[config.mk]
export PLATFORM = sky130hd
export DESIGN_NAME = hcs_status_command
export DESIGN_NICKNAME = d
export VERILOG_FILES = /design/src/hw/hcs_pkg.sv /design/src/hw/hcs_sync3.sv /design/src/hw/hcs_port_power.sv /design/src/hw/hcs_status_command.sv
export SDC_FILE = /design/constraint.sdc
export NUM_CORES = 1
export LEC_CHECK = 0
export BUFFER_PORTS_ARGS = -buffer_cell sky130_fd_sc_hd__buf_2
export CAP_MARGIN = 30
export CORE_UTILIZATION = 57
export CTS_CLUSTER_DIAMETER = 30
export DETAILED_ROUTE_END_ITERATION = 6
export GPL_TIMING_DRIVEN = 0
export PLACE_DENSITY_LB_ADDON = 0.3
export SLEW_MARGIN = 25
export SYNTH_ARGS = -nofsm -noshare
export SYNTH_HDL_FRONTEND = slang
export SYNTH_SLANG_ARGS = --single-unit
[constraint.sdc]
create_clock -name CLK -period 3.5 [get_ports CLK]
set_input_delay 0.35 -clock CLK [delete_from_list [all_inputs] [get_ports CLK]]
set_output_delay 0.35 -clock CLK [all_outputs]
set_load 0.005 [all_outputs]
[src/hw/hcs_pkg.sv]
// Shared constants and types for the hub status and command block
package hcs_pkg;

	localparam int         HCS_ADDR_W          = 8;
	localparam int         HCS_DATA_W          = 8;
	localparam int         HCS_NUM_PORTS       = 4;

	// Register offsets
	localparam logic [7:0] HCS_OFS_STATUS_CMD  = 8'hf8;
	localparam logic [7:0] HCS_OFS_FEATURE_CFG = 8'hf0;

	// Status and command field layout
	localparam int         HCS_BIT_CFG_ACTIVE  = 0;
	localparam int         HCS_BIT_SOFT_RST    = 1;
	localparam int         HCS_RSVD_LSB        = 2;
	localparam int         HCS_RSVD_MSB        = 7;
	localparam logic [7:0] HCS_STATUS_RESET    = 8'h00;

	// Feature configuration register, bits above the field read as zero
	localparam int         HCS_FEATURE_W       = 5;
	localparam logic [4:0] HCS_FEATURE_RESET   = 5'h00;

	// Timing counts in clock cycles
	localparam int         HCS_RELOAD_CYCLES   = 4;
	localparam int         HCS_STRAP_SETTLE    = 8;

	typedef enum logic {
		HCS_RST_IDLE,
		HCS_RST_RELOAD
	} hcs_rst_state_e;

endpackage

[src/hw/hcs_sync3.sv]
// Three-stage pin synchroniser that accepts a change once stages two and three agree
`timescale 1ns/1ps
module hcs_sync3
	import hcs_pkg::*;
#(
	parameter int W = 1
) (
	// Clock and reset
	input  wire logic         clk,
	input  wire logic         rst_n,
	// Pins in, clean level out
	input  wire logic [W-1:0] din,
	output logic      [W-1:0] dout
);

	logic [W-1:0] meta_reg;
	logic [W-1:0] mid_reg;
	logic [W-1:0] late_reg;
	logic [W-1:0] dout_reg;
	logic [W-1:0] differ;

	// Stage one feeds stage two only, so a metastable value never fans out
	always_ff @(posedge clk or negedge rst_n) begin
		if (!rst_n) begin
			meta_reg <= '0;
			mid_reg  <= '0;
			late_reg <= '0;
		end else begin
			meta_reg <= din;
			mid_reg  <= meta_reg;
			late_reg <= mid_reg;
		end
	end

	assign differ = mid_reg ^ late_reg;

	// Each bit holds while its last two stages disagree
	always_ff @(posedge clk or negedge rst_n) begin
		if (!rst_n) begin
			dout_reg <= '0;
		end else begin
			dout_reg <= (~differ & late_reg) | (differ & dout_reg);
		end
	end

	assign dout = dout_reg;

endmodule // hcs_sync3

[src/hw/hcs_port_power.sv]
// Power switch enable and charge enable for one downstream port
`timescale 1ns/1ps
module hcs_port_power
	import hcs_pkg::*;
(
	// Clock and reset
	input  wire logic clk,
	input  wire logic rst_n,
	// Latched strap decisions
	input  wire logic strap_valid,
	input  wire logic full_pm,
	input  wire logic individual,
	input  wire logic active_high,
	input  wire logic charge_strap,
	// Power requests from the hub
	input  wire logic req,
	input  wire logic any_req,
	// Port controls
	output logic      switch_out,
	output logic      charge_out
);

	logic en;
	logic switch_reg;
	logic charge_reg;

	always_comb begin
		en = 1'h0;
		if (strap_valid) begin
			if (!full_pm) begin
				// Without power management the port is simply kept powered
				en = 1'h1;
			end else if (individual) begin
				en = req;
			end else begin
				en = any_req;
			end
		end
	end

	always_ff @(posedge clk or negedge rst_n) begin
		if (!rst_n) begin
			switch_reg <= 1'h0;
		end else begin
			switch_reg <= active_high ? en : !en;
		end
	end

	always_ff @(posedge clk or negedge rst_n) begin
		if (!rst_n) begin
			charge_reg <= 1'h0;
		end else begin
			charge_reg <= strap_valid && charge_strap;
		end
	end

	assign switch_out = switch_reg;
	assign charge_out = charge_reg;
endmodule // hcs_port_power

[src/hw/hcs_status_command.sv]
// Hub status and command register, soft reset sequencer and strap decode
`timescale 1ns/1ps
// Behaviour
// Bits seven to two of the status and command register read zero and ignore writes.
// Writing one to the soft reset bit reloads every configuration register to its reset value.
// The soft reset bit sets only on a written one, a written zero does nothing.
// Hardware clears the soft reset bit once the reload has completed.
// Entering serial configuration mode sets the configuration active flag in bit zero.
// The upstream port stays disconnected while the configuration active flag is one.
// The serial host clears the configuration active flag to end configuration mode.
// The flag clears only on a written one to bit zero, a written zero leaves it alone.
// A high charge enable strap turns on battery charging support for its port.
// A high or unconnected polarity strap makes the power switch enables active high.
// With the shared power and power management straps low, each port is powered on its own.
// A low power management strap gives full power management of the downstream ports.
// The soft reset bit reads one while a triggered reload is still running.
module hcs_status_command
	import hcs_pkg::*;
#(
	parameter int RELOAD_CYCLES = HCS_RELOAD_CYCLES,
	parameter int NUM_PORTS     = HCS_NUM_PORTS
) (
	// Clock and global reset
	input  wire logic                  CLK,
	input  wire logic                  RESETN,
	// Register access from the serial interface
	input  wire logic [HCS_ADDR_W-1:0] REG_ADDR,
	input  wire logic [HCS_DATA_W-1:0] REG_WDATA,
	input  wire logic                  REG_WR,
	input  wire logic                  REG_RD,
	output logic      [HCS_DATA_W-1:0] REG_RDATA,
	output logic                       REG_RVALID,
	// Serial configuration mode entry
	input  wire logic                  CFG_MODE_ENTER,
	// Strap pins
	input  wire logic [NUM_PORTS-1:0]  CHARGE_ENABLE_STRAP_PORT,
	input  wire logic                  POWER_SWITCH_POLARITY_STRAP,
	input  wire logic                  SHARED_POWER_STRAP,
	input  wire logic                  FULL_POWER_MGMT_STRAP_N,
	// Hub power requests
	input  wire logic [NUM_PORTS-1:0]  PORT_POWER_REQ,
	// Port and hub controls
	output logic      [NUM_PORTS-1:0]  PORT_POWER_SWITCH_OUT,
	output logic      [NUM_PORTS-1:0]  CHARGE_ENABLE_OUT,
	output logic                       FULL_POWER_MGMT,
	output logic                       INDIVIDUAL_POWER,
	output logic                       UPSTREAM_CONNECT_EN,
	output logic [HCS_FEATURE_W-1:0]   FEATURE_CFG
);

	localparam int STRAP_W  = NUM_PORTS + 3;
	localparam int CNT_W    = $clog2(RELOAD_CYCLES + 1);
	localparam int SCNT_W   = $clog2(HCS_STRAP_SETTLE + 1);
	localparam int POL_IDX  = NUM_PORTS;
	localparam int SHR_IDX  = NUM_PORTS + 1;
	localparam int FPM_IDX  = NUM_PORTS + 2;

	localparam logic [CNT_W-1:0]  RELOAD_LAST = CNT_W'(RELOAD_CYCLES - 1);
	localparam logic [SCNT_W-1:0] SETTLE_LAST = SCNT_W'(HCS_STRAP_SETTLE - 1);

	hcs_rst_state_e            rst_state_reg;
	logic [CNT_W-1:0]          reload_cnt_reg;
	logic                      reload_last;
	logic                      soft_reset_reg;
	logic                      soft_trig;
	logic                      wr_status;
	logic                      wr_feature;
	logic                      config_in_progress_reg;
	logic                      config_in_progress_next;
	logic                      upstream_reg;
	logic [HCS_FEATURE_W-1:0]  feature_cfg_reg;
	logic [HCS_DATA_W-1:0]     rdata_reg;
	logic [HCS_DATA_W-1:0]     rdata_next;
	logic [HCS_DATA_W-1:0]     status_word;
	logic                      rvalid_reg;
	logic                      rd_status_reg;
	logic [STRAP_W-1:0]        strap_sync;
	logic [SCNT_W-1:0]         strap_cnt_reg;
	logic                      strap_done_reg;
	logic [NUM_PORTS-1:0]      charge_strap_reg;
	logic                      active_high_reg;
	logic                      full_pm_reg;
	logic                      individual_reg;
	logic                      any_req;

	// Register decode
	assign wr_status   = REG_WR && (REG_ADDR == HCS_OFS_STATUS_CMD);
	assign wr_feature  = REG_WR && (REG_ADDR == HCS_OFS_FEATURE_CFG);
	assign reload_last = (rst_state_reg == HCS_RST_RELOAD) && (reload_cnt_reg == RELOAD_LAST);

	// A second soft reset request during a reload is absorbed by the one in flight
	assign soft_trig = wr_status && REG_WDATA[HCS_BIT_SOFT_RST]
		&& (rst_state_reg == HCS_RST_IDLE);

	// Soft reset sequencer
	always_ff @(posedge CLK or negedge RESETN) begin
		if (!RESETN) begin
			rst_state_reg  <= HCS_RST_IDLE;
			reload_cnt_reg <= '0;
		end else begin
			case (rst_state_reg)
				HCS_RST_IDLE: begin
					if (soft_trig) begin
						rst_state_reg  <= HCS_RST_RELOAD;
						reload_cnt_reg <= '0;
					end
				end
				HCS_RST_RELOAD: begin
					if (reload_last) begin
						rst_state_reg <= HCS_RST_IDLE;
					end else begin
						reload_cnt_reg <= reload_cnt_reg + 1'h1;
					end
				end
				default: begin
					rst_state_reg  <= HCS_RST_IDLE;
					reload_cnt_reg <= '0;
				end
			endcase
		end
	end

	// Soft reset bit, visible for the whole reload
	always_ff @(posedge CLK or negedge RESETN) begin
		if (!RESETN) begin
			soft_reset_reg <= HCS_STATUS_RESET[HCS_BIT_SOFT_RST];
		end else if (soft_trig) begin
			soft_reset_reg <= 1'h1;
		end else if (reload_last) begin
			soft_reset_reg <= 1'h0;
		end
	end

	// Configuration register, forced to its reset value through the reload
	always_ff @(posedge CLK or negedge RESETN) begin
		if (!RESETN) begin
			feature_cfg_reg <= HCS_FEATURE_RESET;
		end else if (soft_trig || (rst_state_reg == HCS_RST_RELOAD)) begin
			feature_cfg_reg <= HCS_FEATURE_RESET;
		end else if (wr_feature) begin
			feature_cfg_reg <= REG_WDATA[HCS_FEATURE_W-1:0];
		end
	end

	// Configuration active flag, a new entry wins over a clear in the same cycle
	always_comb begin
		config_in_progress_next = config_in_progress_reg;
		if (CFG_MODE_ENTER) begin
			config_in_progress_next = 1'h1;
		end else if (wr_status && REG_WDATA[HCS_BIT_CFG_ACTIVE]) begin
			config_in_progress_next = 1'h0;
		end
	end

	always_ff @(posedge CLK or negedge RESETN) begin
		if (!RESETN) begin
			config_in_progress_reg <= HCS_STATUS_RESET[HCS_BIT_CFG_ACTIVE];
		end else begin
			config_in_progress_reg <= config_in_progress_next;
		end
	end

	// Built from the next flag value so the connect enable never lags the flag
	always_ff @(posedge CLK or negedge RESETN) begin
		if (!RESETN) begin
			upstream_reg <= 1'h0;
		end else begin
			upstream_reg <= !config_in_progress_next && strap_done_reg;
		end
	end

	// Read data
	always_comb begin
		status_word                     = HCS_STATUS_RESET;
		status_word[HCS_BIT_SOFT_RST]   = soft_reset_reg;
		status_word[HCS_BIT_CFG_ACTIVE] = config_in_progress_reg;
		case (REG_ADDR)
			HCS_OFS_STATUS_CMD:  rdata_next = status_word;
			HCS_OFS_FEATURE_CFG: rdata_next = HCS_DATA_W'(feature_cfg_reg);
			default:             rdata_next = '0;
		endcase
	end

	always_ff @(posedge CLK or negedge RESETN) begin
		if (!RESETN) begin
			rdata_reg     <= '0;
			rvalid_reg    <= 1'h0;
			rd_status_reg <= 1'h0;
		end else begin
			rvalid_reg    <= REG_RD;
			rd_status_reg <= REG_RD && (REG_ADDR == HCS_OFS_STATUS_CMD);
			if (REG_RD) begin
				rdata_reg <= rdata_next;
			end
		end
	end

	// Strap pins enter through the synchroniser
	hcs_sync3 #(
		.W (STRAP_W)
	) u_strap_sync (
		.clk   (CLK),
		.rst_n (RESETN),
		.din   ({FULL_POWER_MGMT_STRAP_N, SHARED_POWER_STRAP,
			POWER_SWITCH_POLARITY_STRAP, CHARGE_ENABLE_STRAP_PORT}),
		.dout  (strap_sync)
	);

	// Straps are caught once after reset; later pin changes are not followed
	always_ff @(posedge CLK or negedge RESETN) begin
		if (!RESETN) begin
			strap_cnt_reg  <= '0;
			strap_done_reg <= 1'h0;
		end else if (!strap_done_reg) begin
			if (strap_cnt_reg == SETTLE_LAST) begin
				strap_done_reg <= 1'h1;
			end else begin
				strap_cnt_reg <= strap_cnt_reg + 1'h1;
			end
		end
	end

	always_ff @(posedge CLK or negedge RESETN) begin
		if (!RESETN) begin
			charge_strap_reg <= '0;
			active_high_reg  <= 1'h1;
			full_pm_reg      <= 1'h0;
			individual_reg   <= 1'h0;
		end else if (!strap_done_reg && (strap_cnt_reg == SETTLE_LAST)) begin
			charge_strap_reg <= strap_sync[NUM_PORTS-1:0];
			active_high_reg  <= strap_sync[POL_IDX];
			full_pm_reg      <= !strap_sync[FPM_IDX];
			individual_reg   <= !strap_sync[SHR_IDX] && !strap_sync[FPM_IDX];
		end
	end

	assign any_req = |PORT_POWER_REQ;

	// Per-port power and charge control
	for (genvar i = 0; i < NUM_PORTS; i++) begin : g_port
		hcs_port_power u_port (
			.clk          (CLK),
			.rst_n        (RESETN),
			.strap_valid  (strap_done_reg),
			.full_pm      (full_pm_reg),
			.individual   (individual_reg),
			.active_high  (active_high_reg),
			.charge_strap (charge_strap_reg[i]),
			.req          (PORT_POWER_REQ[i]),
			.any_req      (any_req),
			.switch_out   (PORT_POWER_SWITCH_OUT[i]),
			.charge_out   (CHARGE_ENABLE_OUT[i])
		);
	end

	assign REG_RDATA           = rdata_reg;
	assign REG_RVALID          = rvalid_reg;
	assign UPSTREAM_CONNECT_EN = upstream_reg;
	assign FEATURE_CFG         = feature_cfg_reg;
	assign FULL_POWER_MGMT     = full_pm_reg;
	assign INDIVIDUAL_POWER    = individual_reg;
endmodule // hcs_status_command

# After elaboration in Yosys (flattened, before gate mapping)
# Cells that the tools add are included.
[classes]
n_bitwise = 8
n_eq_ne = 6
n_mux = 31
reduce_logical = 27
addsub = 2
[op_table]
columns = ["cell", "count"]
rows = [
  ["$mux W1", 24],
  ["$eq A8 B8 Y1 const B", 2],
  ["$and A7 B7 Y7", 2],
  ["$logic_and A1 B1 Y1", 13],
  ["$mux W5", 2],
  ["$pmux W5 S2", 1],
  ["$logic_not A1 Y1", 8],
  ["$not A7 Y7", 1],
  ["$or A7 B7 Y7", 1],
  ["$xor A7 B7 Y7", 1],
  ["$mux W3", 2],
  ["$pmux W3 S2", 1],
  ["$add A4 B1 Y4 const B", 1],
  ["$eq A4 B3 Y1 const B", 1],
  ["$ne A2 B2 Y1 const B", 2],
  ["$reduce_and A2 Y1", 2],
  ["$reduce_bool A2 Y1", 2],
  ["$reduce_or A4 Y1", 1],
  ["$add A3 B1 Y3 const B", 1],
  ["$eq A3 B2 Y1 const B", 1],
  ["$not A1 Y1", 3],
  ["$pmux W1 S2", 1],
  ["$logic_or A1 B1 Y1", 1],
]
[totals]
inputBits = 32
elab_cells = 100
output_inout_bits = 25
regBits = 69

# Logic depth before layout (Yosys ltp)
# Gate-level depths: netlist of the first run.
[logic_depth]
ltp_word = 7
mapped_depth = 5
ltp_nobuf = 4

# By module
# Synthesis of the first run repeated with hierarchy kept, for this count alone.
[hier_totals]
cells_unflattened = 191
area_unflattened_um2 = 2508.7
[modules_own_cells]
columns = ["module", "cells_each", "seq_area_each_um2", "area_each_um2", "instances"]
rows = [
  ["hcs_status_command", 132, 752.0, 1398.8, 1],
  ["hcs_sync3", 35, 700.7, 779.5, 1],
  ["hcs_port_power", 6, 50.0, 82.6, 4],
]

# Worst setup path after synthesis of the first run
# Ideal clock, no wire load.
[synth_path]
path_type = "register to register"
from = "register strap_cnt_reg[0]"
to = "register individual_reg, in the netlist INDIVIDUAL_POWER"
path_buffers = 0
synth_period_minus_slack_ns = 1.427
stages_incl_launch_ff = 4
setup_ns = 0.151
required_ns = 3.349
arrival_time_ns = 1.275
slack_ns = 2.073
path_cell_list = "dfrtp_1 ha_1 nor4bb_1 o21ai_0"
[synth_between]
elab_chain_len = 2
[synth_lines]
columns = ["element", "line", "text"]
rows = [
  ["from (decl)", "hcs_status_command.sv:78", "logic [SCNT_W-1:0] strap_cnt_reg;"],
  ["from (signal assigned)", "hcs_status_command.sv:218", "strap_cnt_reg <= strap_cnt_reg + 1'h1;"],
  ["$eq A4 B3 Y1", "hcs_status_command.sv:229", "end else if (!strap_done_reg && (strap_cnt_reg == SETTLE_LAST)) begin"],
  ["$logic_and A1 B1 Y1", "hcs_status_command.sv:229", ""],
  ["to (signal assigned)", "hcs_status_command.sv:233", "individual_reg <= !strap_sync[SHR_IDX] && !strap_sync[FPM_IDX];"],
  ["to (decl)", "hcs_status_command.sv:83", "logic individual_reg;"],
]
# No other way between the ends.
# A chain may end at the register's enable or synchronous reset.

# Worst setup path after layout of the first run
[layout_path]
from = "register strap_cnt_reg[0]"
to = "register charge_strap_reg[1]"
[layout_between]
elab_chain_len = 2
[layout_lines]
columns = ["element", "line", "text"]
rows = [
  ["$eq A4 B3 Y1", "hcs_status_command.sv:229", ""],
  ["$logic_and A1 B1 Y1", "hcs_status_command.sv:229", ""],
  ["to (signal assigned)", "hcs_status_command.sv:230", "charge_strap_reg <= strap_sync[NUM_PORTS-1:0];"],
  ["to (decl)", "hcs_status_command.sv:80", "logic [NUM_PORTS-1:0] charge_strap_reg;"],
]
# No other way between the ends.

==> results of run 1 <==
## where the power goes
group          leakage (nW)  internal, mW  switching, mW  total (mW)
clock network        0.0827         0.258          0.279       0.537
registers             0.788         0.840         0.0491       0.889
logic                 0.616         0.137          0.101       0.238
total                  1.49          1.23          0.430        1.66
## stage by stage
stage	instance area (um2)	setup WS (ns)
finish	3148	1.952
floorplan	2621	2.073
global placement	2932	1.712
CTS	3142	1.677
global route	3148	1.809
detailed placement	2962	1.685
## cell usage after synthesis, drive strengths merged
cell	count
nor3b	5
dfrtp	65
nand2	26
o32ai	8
a211oi	1
a311oi	4
nor2b	6
a211o	1
nand3	1
a21o	1
a21oi	4
a22o	2
buf	13
and2	4
nor4bb	1
nand2b	10
o22ai	2
xor2	2
dfstp	1
a41oi	2
nand4	2
conb	1
nand3b	1
mux2	5
and4	1
ha	3
or3	5
maj3	7
clkbuf	3
o21ai	6
and3	2
nand4bb	1
inv	13
nor4b	1
xnor2	1
## final cells by class
cell class	count	area [um2]
plain buffers	16	103.9
clock buffers	10	127.6
clock inverters	6	42.54
fillers	299	1236
inverters	13	48.80
multi-input cells	118	822.0
flip-flops and latches	66	1653
well taps	52	65.06
repair buffers	51	285.3
## what timing repair did
| action | in CTS | in global routing |
|---|---|---|
| hold buffers | 1 | 0 |
| hold endpoints to repair | 9 | 0 |
| resized for setup | 0 | 0 |
## worst max-delay path, stage by stage, from the launching register on
cell      delay, ns
dfrtp_1        0.39
ha_1           0.24
nor4bb_2       0.63
nand2_1        0.15
nand2_1        0.08
## worst paths after layout
kind,start,endpoint,slack (ns),cells after the start
setup / recovery,strap_cnt_reg[0],charge_strap_reg[1],1.95,4
hold / removal,CHARGE_ENABLE_STRAP_PORT[3],u_strap_sync.meta_reg[3],0.12,1
setup reg to reg,strap_cnt_reg[0],charge_strap_reg[1],1.95,4
hold reg to reg,u_strap_sync.meta_reg[1],u_strap_sync.mid_reg[1],0.35,0
max in group asynchronous,RESETN,active_high_reg,2.56,3
min in group asynchronous,RESETN,g_port[1].u_port.switch_out,0.40,2
## routing by layer
metal	share of wire	up-vias	wire, um
met5	0	-	0
met4	0.0055	0	23
met3	0.052	4	219
met2	0.48	48	2003
met1	0.46	824	1951
li1	-	845	-
## cells by family (layout without fill, tap and decap cells)
| logic type | after synthesis | in the layout | share of synthesized area |
|---|---|---|---|
| AO/OA/AOI/OAI | 31 | 31 | 0.08808 |
| XOR/XNOR | 3 | 3 | 0.01005 |
| adder cells (fa/ha/maj) | 10 | 10 | 0.04117 |
| buffers and inverters | 29 | 96 | 0.05840 |
| flip-flops | 66 | 66 | 0.6324 |
| multiplexers | 5 | 5 | 0.02154 |
| other | 1 | 3 | 0.001435 |
| AND/OR/NAND/NOR | 66 | 66 | 0.1470 |
==> impl_metrics.json, run 1 <==
{
  "placed_cells": 315,
  "wl_per_cell_um": 12.64,
  "ys_seq_elements": 66,
  "synth_area_leaders": "dfrtp_1 (62%), nand2_1 (3.7%), buf_4 (3.2%), maj3_1 (2.7%), o32ai_1 (2.7%)",
  "setup_violations": 0,
  "ant_nets": 0,
  "drive_above_1_share": 0.3214,
  "report.final.slew_viol_count": 0,
  "cts_num_sinks": 66,
  "ys_seq_area_frac": 0.6324,
  "grtUsageMet1": 0.2745,
  "fp.coreArea_um2": 4384,
  "final_cell_mix": "dfrtp_1 (65), buf_2 (50), nand2_1 (26)",
  "crit_path_max_fanout": 6,
  "critPathKind": "register to register",
  "detail_route.wirelength_mm": 4.197,
  "max_cap_viol_count": 0,
  "fin_tns_setup_ns": 0,
  "cts-root-buf": "clkbuf_8",
  "die_area_um2": 4860,
  "gp_congestion": 0.7889,
  "overflow": 0,
  "grt_pass1_wl_mm": 7.424,
  "max-slew-margin-rel": 0.5671,
  "antenna_found_initial": 0,
  "syn_to_final_growth_pct": 20.44,
  "htreeDepth": 3,
  "clk-insertion-delay-late_ns": 0.33,
  "yosys_warnings": 0,
  "cp_data_arrival_time_ns": 1.81,
  "post_synth_num_cell_types": 37,
  "clock_tree.buffer_depth": 2,
  "synth_largest_area_cell": "dfrtp_1",
  "max_freq_ghz": 0.6462,
  "holdWs_ns": 0.1240,
  "powerDensity_nw_per_um2": 528.6,
  "period_share": 0.4422,
  "crit_path_end_kind": "register",
  "top_usage_layer": "met2",
  "grt_usage": 0.1983,
  "vias_per_cell": 5.184,
  "synth_top_area_share": 0.6223,
  "cts_buffers": 9,
  "final_common_cell": "dfrtp_1",
  "ir_drop_mv": 0.3829,
  "p_leak_nw": 1.486,
  "post_cts_buffers": 0,
  "worstMarginPinSlew_ns": 0.6402,
  "first_iter_violations": 82,
  "skew_ns": 0.006477,
  "portBuffers": 49,
  "die_y_um": 69.72,
  "outcome": "finished clean",
  "fin_nets": 310,
  "use_met2": 0.2923,
  "finalNonFillerCells": 332,
  "synth_area_um2": 2614,
  "initial_utilization": 0.5962,
  "fin_crit_ns": 1.548,
  "grt_start_max_net_pins": 58,
  "num_antenna_cells": 0,
  "tritoncts": "yes",
  "synthCells": 211,
  "clk_pin_slew_worst_paths_ns": 0.07,
  "place.detailed.hpwl_mm": 2.983,
  "ioPinCount": 57,
  "start_kind": "register",
  "die_w_um": 69.72,
  "row_count": 24,
  "rsz0062_at_grt": "no",
  "grt_pass1_vias": 1676,
  "synth_area_per_cell_um2": 12.39,
  "hold_viol": 0,
  "grtUsageMet3": 0.07267,
  "min_path_type": "input pin to register",
  "num_vias": 1721,
  "first_pass_iters": 4,
  "utilization": 0.7180,
  "required_ns": 3.76,
  "power_mw": 1.664,
  "post-route-drc-count": 0
}
(Power assumes the default switching activity.)
==> run 2: changes to the inputs <==
--- a/config.mk
+++ b/config.mk
@@ -7,7 +7,7 @@
 export LEC_CHECK = 0
 export BUFFER_PORTS_ARGS = -buffer_cell sky130_fd_sc_hd__buf_2
 export CAP_MARGIN = 30
-export CORE_UTILIZATION = 57
+export CORE_UTILIZATION = 53
 export CTS_CLUSTER_DIAMETER = 30
 export DETAILED_ROUTE_END_ITERATION = 6
 export GPL_TIMING_DRIVEN = 0
==> constraint.sdc (replaced) <==
create_clock -name CLK -period 1.5 [get_ports CLK]
set_input_delay 0.15 -clock CLK [delete_from_list [all_inputs] [get_ports CLK]]
set_output_delay 0.15 -clock CLK [all_outputs]
set_load 0.005 [all_outputs]
==> impl_metrics.json, run 2 (synthesized netlist as in run 1, its figures left out) <==
{
  "report.final.slew_viol_count": 0,
  "syn_to_final_growth_pct": 26.18,
  "grt_pass1_vias": 1715,
  "fillCellCount": 363,
  "grt_usage": 0.1981,
  "ir_drop_mv": 0.8373,
  "row_count": 25,
  "grt_start_max_net_pins": 36,
  "fin_area_um2": 3298,
  "r2r-end": "reload_cnt_reg[1]",
  "drive_above_1_share": 0.3194,
  "hold_depth": 3,
  "crit_path_end_kind": "register",
  "max_cap_viol_count": 0,
  "required_ns": 1.72,
  "portBuffers": 49,
  "setup_violations": 0,
  "wl_met2_mm": 2.179,
  "first_pass_iters": 4,
  "final_common_cell": "dfrtp_1",
  "fp.coreArea_um2": 4723,
  "first_iter_violations": 98,
  "skew_ns": 0.01034,
  "crit_path_max_fanout": 6,
  "switchingPower_mw": 0.9897,
  "power.internal_mw": 3.109,
  "grt_pass1_wl_mm": 7.527,
  "cts_num_sinks": 66,
  "utilization": 0.6983,
  "antenna_found_initial": 0,
  "hold_viol": 0,
  "critPathKind": "register to register",
  "htreeDepth": 3,
  "holdPathEnd": "FEATURE_CFG[2]",
  "seqPwrFrac": 0.506,
  "p_leak_nw": 1.531,
  "met3WireLength_um": 161,
  "top_layer": "met4",
  "min_path_type": "input pin to register",
  "initial_utilization": 0.5534,
  "clkPwrFrac": 0.348,
  "overflow": 0,
  "clk-insertion-delay-late_ns": 0.34,
  "cts_buffers": 9,
  "final_cell_mix": "dfrtp_1 (65), buf_2 (50), nand2_1 (26)",
  "outcome": "finished clean",
  "clk_pin_slew_worst_paths_ns": 0.07,
  "num_vias": 1798,
  "period_share": 0.9516,
  "num_antenna_cells": 0,
  "start_kind": "register",
  "detail_route.wirelength_mm": 4.471,
  "die_area_um2": 5216,
  "fin_crit_ns": 1.427,
  "wl_per_cell_um": 12.59,
  "p_comb_frac": 0.146,
  "holdCritStartpoint": "REG_WDATA[2]",
  "ant_nets": 0,
  "die_w_um": 72.23,
  "post_cts_buffers": 0,
  "clock_tree.buffer_depth": 2,
  "place.detailed.hpwl_mm": 3.016,
  "vias_per_cell": 5.065,
  "regArea_um2": 1653,
  "powerDensity_nw_per_um2": 1243,
  "m1WireLength_mm": 2.039,
  "cts-root-buf": "clkbuf_8",
  "place_area_um2": 2973,
  "tritoncts": "yes",
  "die_y_um": 72.23,
  "multi_input_area_um2": 845.8,
  "gp_congestion": 0.8101,
  "max_freq_ghz": 0.7006,
  "post-route-drc-count": 0,
  "r2r_cells": 4,
  "ioPinCount": 57,
  "fin_nets": 319,
  "cp_data_arrival_time_ns": 1.65,
  "r2r_start": "reload_cnt_reg[0]",
  "r2r_setup_slack_ns": 0.07,
  "power_switching_share": 0.2415,
  "rsz0062_at_grt": "no"
}
==> run 2: cell count changes in the layout (fill, tap and decap cells not counted), sizes merged <==
cell and delta:
bufinv +1, clkinvlp +1, inv -1, clkinv -3
dlygate4sd3 +9, clkbuf +1
==> run 2: area by class of cell <==
cell class	instances	area share
buffer	16	0.03187
clock buffer	11	0.04287
clock inverter	4	0.01593
inverter	13	0.01480
multi-input combinational	118	0.2564
sequential	66	0.5011
tap	67	0.02542
timing repair buffer	60	0.1115
==> run 2: power by group through the flow <==
stage / Sequential, mW / Clock (mW) / Combinational, mW
6_report: 2.08 / 1.43 / 0.597
5_1_grt: 2.10 / 1.54 / 0.680
4_1_cts: 2.08 / 1.47 / 0.587
3_5_place_dp: 2.11 / 0 / 0.561
3_3_place_gp: 2.10 / 0 / 0.535
2_1_floorplan: 2.09 / 0 / 0.341
==> run 2: worst max-delay path, stage by stage (launching register included) <==
cell	delay, ns
dfrtp_1	0.41
ha_1	0.24
ha_4	0.19
mux2_2	0.27
a22o_2	0.21
==> run 2: how the worst max path moves through the flow <==
stage	startpoint	endpoint	slack, ns	cells after the start
floorplan	strap_cnt_reg[0]	INDIVIDUAL_POWER	0.07	3
global placement	strap_cnt_reg[0]	INDIVIDUAL_POWER	-0.25	3
detailed placement	strap_cnt_reg[0]	INDIVIDUAL_POWER	-0.30	3
CTS	reload_cnt_reg[0]	reload_cnt_reg[1]	0.003	4
global route	reload_cnt_reg[0]	reload_cnt_reg[1]	0.008	4
finish	reload_cnt_reg[0]	reload_cnt_reg[1]	0.07	4
==> run 2: layer usage <==
metal / GRT usage / vias up
li1: - / 861
met1: 0.2502 / 886
met2: 0.3074 / 41
met3: 0.05417 / 10
met4: 0.1176 / 0
met5: 0 / -
==> run 2: metrics by stage <==
stage	power, mW	instances	setup slack [ns]	hold WS (ns)	TNS, ns
6_report	4.099	355	0.07264	0.07024	0
3_3_place_gp	2.635	329	-0.2489	0.2577	-1.188
4_1_cts	4.136	355	0.003208	0.05141	0
5_1_grt	4.317	355	0.008314	0.07086	0
3_5_place_dp	2.669	330	-0.2957	0.1105	-1.495
2_1_floorplan	2.429	213	0.07347	-0.1456	0
==> run 2: timing repair <==
| action | in CTS | in global routing |
|---|---|---|
| hold endpoints to repair | 40 | 0 |
| gates cloned | 0 | 0 |
| pin swaps | 0 | 0 |
| hold buffers | 10 | 0 |
| endpoints found under the setup margin | 6 | 4 |
| gates resized for setup | 2 | 5 |
